[config.mk]
export PLATFORM = sky130hd
export DESIGN_NAME = conv_host_port
export DESIGN_NICKNAME = d
export VERILOG_FILES = /design/src/shared/conv_host_pkg.sv /design/src/hdl/conv_host_port.sv
export SDC_FILE = /design/constraint.sdc
export NUM_CORES = 1
export LEC_CHECK = 0
export BUFFER_PORTS_ARGS = -buffer_cell sky130_fd_sc_hd__buf_4
export CORE_AREA = 2 2 129 131
export DETAILED_ROUTE_END_ITERATION = 16
export DIE_AREA = 0 0 131 133
export PLACE_DENSITY_LB_ADDON = 0.3
export SYNTH_ARGS = -nofsm -noshare
export SYNTH_HDL_FRONTEND = slang
export SYNTH_SLANG_ARGS = --single-unit
[constraint.sdc]
create_clock -name clk -period 7.2 [get_ports clk]
set_input_delay 0.36 -clock clk [delete_from_list [all_inputs] [get_ports clk]]
set_output_delay 0.36 -clock clk [all_outputs]
set_load 0.05 [all_outputs]
[src/shared/conv_host_pkg.sv]
// Constants, address map and state codes for the converter host port.
// Assumes one 100 MHz clock; the processor bus timing is emulated from it.
package conv_host_pkg;
    // ------------------------------------------------------------
    // Timing
    // ------------------------------------------------------------
    localparam int unsigned CLK_PERIOD_NS = 10;
    localparam int unsigned PHI2_HALF_NS = 500;
    localparam int unsigned PHI2_HALF_CYC = (PHI2_HALF_NS + CLK_PERIOD_NS - 1) / CLK_PERIOD_NS;
    localparam int unsigned BUS_CYC = 2 * PHI2_HALF_CYC;
    localparam int unsigned CNT_W = $clog2(BUS_CYC);
    // ------------------------------------------------------------
    // Address map
    // ------------------------------------------------------------
    localparam logic [15:0] CONV_BASE_ADDR = 16'h5000;
    localparam logic [15:0] STORE_BASE_ADDR = 16'h0200;
    localparam logic [15:0] SINGLE_LAST_STORE = 16'h020F;
    localparam logic [15:0] ADAPTER_DATA_ADDR = 16'h8006;
    localparam logic [15:0] ADAPTER_CTRL_ADDR = 16'h8007;
    localparam logic [3:0] COARSE_BLOCK = 4'h5;
    localparam logic [2:0] UPPER_PAIR_BLOCK = 3'h2;
    localparam logic [3:0] SINGLE_LAST_IDX = 4'hF;
    localparam int unsigned MAX_CONV = 8;
    // ------------------------------------------------------------
    // Chip-select decode choices
    // ------------------------------------------------------------
    localparam logic [1:0] DEC_NARROW = 2'h0;
    localparam logic [1:0] DEC_COARSE = 2'h1;
    localparam logic [1:0] DEC_UPPER = 2'h2;
    // ------------------------------------------------------------
    // Sequencer states
    // ------------------------------------------------------------
    typedef enum logic [4:0] {
        ST_IDLE = 5'h01,
        ST_START = 5'h02,
        ST_WAIT = 5'h04,
        ST_READ = 5'h08,
        ST_DONE = 5'h10
    } host_state_t;
endpackage

[src/hdl/conv_host_port.sv]
// Host-side attachment that starts, waits for and reads back 8-bit converters.
// Assumes converters on the pins below; data and interrupt pins are asynchronous.
// Behaviour
// - Separate read and write strobes come from one read/write line and phase two.
// - Outside the adapter variant, chip selects go active only while the valid-address flag is high.
// - Optional decode uses the whole 4XXX/5XXX pair as chip select.
// - Adapter variant holds chip select and read enable permanently active.
// - Adapter variant reads data at 8006 and writes control at 8007.
// - Multi mode: one write to 5000 starts every converter together.
// - Coarse decode selects on any 5XXX; narrow decode is available.
// - Readout starts only once every converter (multi) or the first converter (single) shows end of conversion.
// - Multi readout: addresses 5000-5007 stored at 0200-0207 in order.
// - Only the first converter runs its own clock; others take it.
// - Single mode restarts after each read, stops after storing at 020F.
// - Converter takes bus strobes directly: write starts, read outputs result.
`timescale 1ns/1ps
module conv_host_port #(
    parameter int unsigned NUM_CONV = 8
) (
    // Clock and reset
    input wire logic clk,
    input wire logic rst,
    // User command port
    input wire logic run_start,
    input wire logic multi_mode,
    input wire logic adapter_mode,
    input wire logic [1:0] decode_mode,
    // User status and results
    output logic busy,
    output logic run_done,
    output logic store_valid,
    output logic [15:0] store_addr,
    output logic [7:0] store_data,
    // Emulated processor bus
    output logic [15:0] bus_addr,
    output logic bus_read,
    output logic phi2,
    output logic valid_address_flag,
    // Converter pins
    output logic [NUM_CONV-1:0] cs_n,
    output logic rd_n,
    output logic wr_n,
    input wire logic [7:0] conv_data,
    input wire logic [NUM_CONV-1:0] intr_n
);
    localparam logic [conv_host_pkg::CNT_W-1:0] CNT_LAST =
        conv_host_pkg::CNT_W'(conv_host_pkg::BUS_CYC - 1);
    localparam logic [conv_host_pkg::CNT_W-1:0] CNT_HALF =
        conv_host_pkg::CNT_W'(conv_host_pkg::PHI2_HALF_CYC);
    localparam logic [3:0] MULTI_LAST_IDX = 4'(NUM_CONV - 1);

    // ------------------------------------------------------------
    // Address decode
    // ------------------------------------------------------------
    function automatic logic addr_hit(input logic [15:0] a, input logic [1:0] dm);
        logic hit;
        hit = 1'b0;
        if (dm == conv_host_pkg::DEC_COARSE) begin
            hit = (a[15:12] == conv_host_pkg::COARSE_BLOCK);
        end else if (dm == conv_host_pkg::DEC_UPPER) begin
            hit = (a[15:13] == conv_host_pkg::UPPER_PAIR_BLOCK);
        end else begin
            hit = (a[15:3] == conv_host_pkg::CONV_BASE_ADDR[15:3]);
        end
        return hit;
    endfunction

    // ------------------------------------------------------------
    // Pin synchronisers
    // ------------------------------------------------------------
    logic [NUM_CONV-1:0] intr_s1_reg, intr_s2_reg, intr_s3_reg, intr_filt_reg, intr_filt_next;
    logic [7:0] data_s1_reg, data_s2_reg, data_s3_reg, data_filt_reg, data_filt_next;
    logic all_ready;

    always_comb begin
        intr_filt_next = intr_filt_reg;
        data_filt_next = data_filt_reg;
        if (intr_s2_reg == intr_s3_reg) begin
            intr_filt_next = intr_s3_reg;
        end
        if (data_s2_reg == data_s3_reg) begin
            data_filt_next = data_s3_reg;
        end
    end

    always_ff @(posedge clk or posedge rst) begin
        if (rst) begin
            intr_s1_reg <= '1;
            intr_s2_reg <= '1;
            intr_s3_reg <= '1;
            intr_filt_reg <= '1;
            data_s1_reg <= 8'h00;
            data_s2_reg <= 8'h00;
            data_s3_reg <= 8'h00;
            data_filt_reg <= 8'h00;
        end else begin
            intr_s1_reg <= intr_n;
            intr_s2_reg <= intr_s1_reg;
            intr_s3_reg <= intr_s2_reg;
            intr_filt_reg <= intr_filt_next;
            data_s1_reg <= conv_data;
            data_s2_reg <= data_s1_reg;
            data_s3_reg <= data_s2_reg;
            data_filt_reg <= data_filt_next;
        end
    end

    // ------------------------------------------------------------
    // Sequencer and bus cycle engine
    // ------------------------------------------------------------
    conv_host_pkg::host_state_t state_reg, state_next;
    logic [conv_host_pkg::CNT_W-1:0] cnt_reg, cnt_next;
    logic [3:0] idx_reg, idx_next;
    logic multi_reg, multi_next, adapter_reg, adapter_next;
    logic [1:0] dec_reg, dec_next;
    logic cycle_end;

    // Only the first converter is ever read in single mode; its interrupt alone counts
    assign all_ready = multi_reg ? (intr_filt_reg == '0) : ~intr_filt_reg[0];
    assign cycle_end = (cnt_reg == CNT_LAST);

    always_comb begin
        state_next = state_reg;
        cnt_next = cnt_reg;
        idx_next = idx_reg;
        multi_next = multi_reg;
        adapter_next = adapter_reg;
        dec_next = dec_reg;
        case (state_reg)
            conv_host_pkg::ST_IDLE: begin
                cnt_next = '0;
                if (run_start) begin
                    state_next = conv_host_pkg::ST_START;
                    idx_next = 4'h0;
                    adapter_next = adapter_mode;
                    multi_next = multi_mode && !adapter_mode;
                    dec_next = decode_mode;
                end
            end
            conv_host_pkg::ST_START: begin
                cnt_next = cycle_end ? '0 : cnt_reg + 1'b1;
                if (cycle_end) begin
                    state_next = conv_host_pkg::ST_WAIT;
                end
            end
            conv_host_pkg::ST_WAIT: begin
                cnt_next = '0;
                if (all_ready) begin
                    state_next = conv_host_pkg::ST_READ;
                end
            end
            conv_host_pkg::ST_READ: begin
                cnt_next = cycle_end ? '0 : cnt_reg + 1'b1;
                if (cycle_end) begin
                    if (multi_reg) begin
                        if (idx_reg == MULTI_LAST_IDX) begin
                            state_next = conv_host_pkg::ST_DONE;
                        end else begin
                            idx_next = idx_reg + 4'h1;
                        end
                    end else if (idx_reg == conv_host_pkg::SINGLE_LAST_IDX) begin
                        state_next = conv_host_pkg::ST_DONE;
                    end else begin
                        idx_next = idx_reg + 4'h1;
                        state_next = conv_host_pkg::ST_START;
                    end
                end
            end
            conv_host_pkg::ST_DONE: begin
                state_next = conv_host_pkg::ST_IDLE;
                cnt_next = '0;
            end
            default: begin
                state_next = conv_host_pkg::ST_IDLE;
                cnt_next = '0;
            end
        endcase
    end

    always_ff @(posedge clk or posedge rst) begin
        if (rst) begin
            state_reg <= conv_host_pkg::ST_IDLE;
            cnt_reg <= '0;
            idx_reg <= 4'h0;
            multi_reg <= 1'b0;
            adapter_reg <= 1'b0;
            dec_reg <= conv_host_pkg::DEC_NARROW;
        end else begin
            state_reg <= state_next;
            cnt_reg <= cnt_next;
            idx_reg <= idx_next;
            multi_reg <= multi_next;
            adapter_reg <= adapter_next;
            dec_reg <= dec_next;
        end
    end

    // ------------------------------------------------------------
    // Registered pin and status outputs
    // ------------------------------------------------------------
    logic bus_cyc_next, rd_cyc_next, phase_hi_next, sel_next;
    logic [15:0] addr_next, store_addr_next;
    logic [NUM_CONV-1:0] cs_n_next;
    logic rd_n_next, wr_n_next, store_valid_next;
    logic bus_read_next, busy_next, run_done_next;
    logic [7:0] store_data_next;

    always_comb begin
        bus_cyc_next = (state_next == conv_host_pkg::ST_START) || (state_next == conv_host_pkg::ST_READ);
        rd_cyc_next = (state_next == conv_host_pkg::ST_READ);
        phase_hi_next = bus_cyc_next && (cnt_next >= CNT_HALF);
        addr_next = 16'h0000;
        if (adapter_next) begin
            addr_next = rd_cyc_next ? conv_host_pkg::ADAPTER_DATA_ADDR : conv_host_pkg::ADAPTER_CTRL_ADDR;
        end else if (bus_cyc_next) begin
            addr_next = rd_cyc_next ? (conv_host_pkg::CONV_BASE_ADDR | {12'h000, idx_next & {4{multi_next}}})
                                    : conv_host_pkg::CONV_BASE_ADDR;
        end
        sel_next = phase_hi_next && bus_cyc_next && addr_hit(addr_next, dec_next);
        cs_n_next = '1;
        for (int i = 0; i < NUM_CONV; i++) begin
            if (adapter_next) begin
                cs_n_next[i] = 1'b0;
            end else if (sel_next && !rd_cyc_next && (multi_next || i == 0)) begin
                cs_n_next[i] = 1'b0;
            end else if (sel_next && rd_cyc_next && (4'(i) == (idx_next & {4{multi_next}}))) begin
                cs_n_next[i] = 1'b0;
            end
        end
        rd_n_next = adapter_next ? 1'b0 : !(sel_next && rd_cyc_next);
        wr_n_next = !(phase_hi_next && !rd_cyc_next && (adapter_next || sel_next));
        bus_read_next = !bus_cyc_next || rd_cyc_next;
        busy_next = (state_next != conv_host_pkg::ST_IDLE);
        run_done_next = (state_next == conv_host_pkg::ST_DONE);
        // Data has settled through the synchroniser well before the cycle's last edge
        store_valid_next = (state_reg == conv_host_pkg::ST_READ) && cycle_end;
        store_addr_next = store_addr;
        store_data_next = store_data;
        if (store_valid_next) begin
            store_addr_next = conv_host_pkg::STORE_BASE_ADDR | {12'h000, idx_reg};
            store_data_next = data_filt_reg;
        end
    end

    always_ff @(posedge clk or posedge rst) begin
        if (rst) begin
            cs_n <= '1;
            rd_n <= 1'b1;
            wr_n <= 1'b1;
            bus_addr <= 16'h0000;
            bus_read <= 1'b1;
            phi2 <= 1'b0;
            valid_address_flag <= 1'b0;
            store_valid <= 1'b0;
            store_addr <= 16'h0000;
            store_data <= 8'h00;
            busy <= 1'b0;
            run_done <= 1'b0;
        end else begin
            cs_n <= cs_n_next;
            rd_n <= rd_n_next;
            wr_n <= wr_n_next;
            bus_addr <= addr_next;
            bus_read <= bus_read_next;
            phi2 <= phase_hi_next;
            valid_address_flag <= bus_cyc_next;
            store_valid <= store_valid_next;
            store_addr <= store_addr_next;
            store_data <= store_data_next;
            busy <= busy_next;
            run_done <= run_done_next;
        end
    end
endmodule

==> out/qor.yml <==
die:
  core_area_um2: 16200
  initial_utilization_pct: 29.1
  die_w_um: 131
  num_rows: 47
  ios: 79
  dieArea_um2: 17400
  die_h_um: 133
place:
  routabilityCongestion: 0.838
  dp_slack_ns: 4.50
  dp_hpwl_mm: 6.26
  port_buffers: 58
  dp.cells: 640
synthesis:
  async_reset_ff_share_pct: 100
  ys.flop_type: "dfrtp_1"
  yosys_warnings: 0
  ys_ff_latch: 118
  post_synth_num_cell_types: 56
  synth_edf_count: 0
  netlist_top_cells_area: "dfrtp_1 39%, dfstp_2 25%, mux2_2 4.5%"
  synth_top_area_cell: "dfrtp_1"
  synth_cells: 372
  synth_area_um2: 4700
  ys_seq_area_share_pct: 63.9
  avgSynthCellArea_um2: 12.6
  synth_top_area_share_pct: 39.4
clock_network:
  cts.root.buffer_cell: "clkbuf_16"
  numClockSinks: 118
  cts_resized: 0
  numCtsBuffers: 17
  clk_latency_ns: 0.40
  cts_setup_buffers: 0
  clk_pin_slew_ns: 0.06
  cts_tree: "done"
  max-clock-path-buffers: 2
  htreeDepth: 4
power:
  p_clk_share_pct: 51.4
  swShare_pct: 23.2
  internal-power_uw: 1240
  p_per_area_nw_per_um2: 275
  p_total_uw: 1620
  p_leak_uw: 0.00264
  pwr-share-comb_pct: 4.4
  p_seq_share_pct: 44.2
  p_switching_uw: 376
  ir_worst_vdd_mv: 0.168
finish:
  syn_to_final_growth_pct: 25.3
  fillCellCount: 1568
  final_common_cell: "dfrtp_1"
  utilization_pct: 36.4
  num_antenna_cells: 0
  multiInputGateArea_um2: 1530
  final_cell_mix: "74 x dfrtp_1, 59 x buf_4, 48 x nand2_1"
  seqCellArea_um2: 3010
  fin_cells: 673
  nNetsFinal: 465
  drive_gt1_share_pct: 37.7
timing:
  setup_violations: 0
  tightestPinTransition_ns: 0.914
  hold_viol: 0
  rsz0062_at_grt: "no"
  slew_headroom_pct: 39.0
  tns_ns: 0
  setup_ws_ns: 4.50
  fin_skew_ns: 0.00493
  min_period_ns: 2.70
  min_period_over_period_pct: 37.5
  maxSlewViolCount: 0
  fmax_mhz: 370
critical_path:
  cp_max_fo: 17
  cp_data_arrival_time_ns: 3.04
  reg2reg_setup_slack_ns: 4.50
  startpoint_type: "flip-flop"
  critical_path_class: "reg2reg"
  crit_path_end_kind: "flip-flop"
  cp_data_required_time_ns: 7.54
route:
  wl_per_cell_um: 13.1
  via_count: 2872
  drtAntennaViolNets: 0
  drt_pass1_iterations: 4
  routed_wl_mm: 8.82
  drc: 0
  dr.first_iter.drc_count: 92
  viasPerCell: 4.27
grt:
  grt_pass1_vias: 2958
  overflow: 0
  grt_usage_pct: 10.9
  antenna_found_initial: 0
  grt_pass1_wl_mm: 14.4
  grt_start_max_net_pins: 77
min_path:
  hp-class: "in2reg"
run_status:
  outcome: "finished clean"
flow_run:
  drv_cap: 0
## Yosys cell counts (all sizes together) (4+ instances only)
library cell  count
mux2             19
a31oi             6
nor3              7
inv               9
xor2             21
nor4b             4
buf              27
dfrtp            74
nand3b            4
a21oi            14
nor4              7
or3               5
nand2b            4
nand2            48
nand3             7
dfstp            44
xnor2             5
nor2             17
a211oi            5
o21ai            10
## critical path, cell delays in order (launching register included)
cell      delay [ns]
dfrtp_1         0.45
or4b_4          0.61
nor2_2          0.25
nand3_2         0.36
inv_1           0.47
a211oi_1        0.21
nand2b_1        0.15
and2_1          0.13
## metrics by stage
step	instance area, um^2	hold slack, ns
6_report	5890	0.0574
4_1_cts	5890	0.0361
2_1_floorplan	4780	0.331
5_1_grt	5890	0.0312
3_5_place_dp	5290	0.336
3_3_place_gp	5290	0.334
## what timing repair did
action | in CTS | in global routing
setup endpoints to repair | 0 | 0
hold buffers | 1 | 0
endpoints found under the hold margin | 1 | 0
## cell type report
type / instances / area share [%]
multi-input combinational: 233 / 25.9
tap: 220 / 4.67
sequential: 118 / 51.0
clock buffer: 17 / 7.22
clock inverter: 15 / 2.84
timing repair buffer: 60 / 7.68
inverter: 10 / 0.679
## path summary, 6_finish.rpt
path                                           from                  endpoint  cells past startpoint
max                            cnt_reg[3]$_DFF_PP0_    bus_addr[14]$_DFF_PP0_                      7
min                                    conv_data[7]  data_s1_reg[7]$_DFF_PP0_                      1
max reg2reg                    cnt_reg[3]$_DFF_PP0_    bus_addr[14]$_DFF_PP0_                      7
min reg2reg                data_s1_reg[3]$_DFF_PP0_  data_s2_reg[3]$_DFF_PP0_                      0
max in group asynchronous                       rst     bus_addr[0]$_DFF_PP0_                      4
min in group asynchronous                       rst      dec_reg[0]$_DFF_PP0_                      3
## cells by family after synthesis
group | Yosys count | share of synthesized area, %
and+or+nand+nor | 119 | 13.9
DFF | 118 | 63.9
AOI/OAI and AO/OA | 45 | 6.60
buffers and inverters | 40 | 5.16
xor gates and xnor gates | 26 | 4.84
muxes | 21 | 4.97
adders and majority gates | 2 | 0.532
other | 1 | 0.0797
## routing by layer
layer | track usage [%] | share of wire [%] | up-vias
li1 | - | - | 1368
met5 | 0 | 0 | -
met1 | 13.0 | 42 | 1412
met4 | 4.73 | 1.1 | 0
met2 | 17.4 | 51 | 83
met3 | 4.08 | 5.7 | 9
## power groups by stage
stage	Clock, uW	Sequential (uW)	Combinational (uW)
finish	833	715	70.9
global route	889	719	78.7
CTS	855	716	72.5
detailed placement	0	727	71.9
global placement	0	726	70.5
floorplan	0	722	63.2
Power figures use the tool's default switching activity.
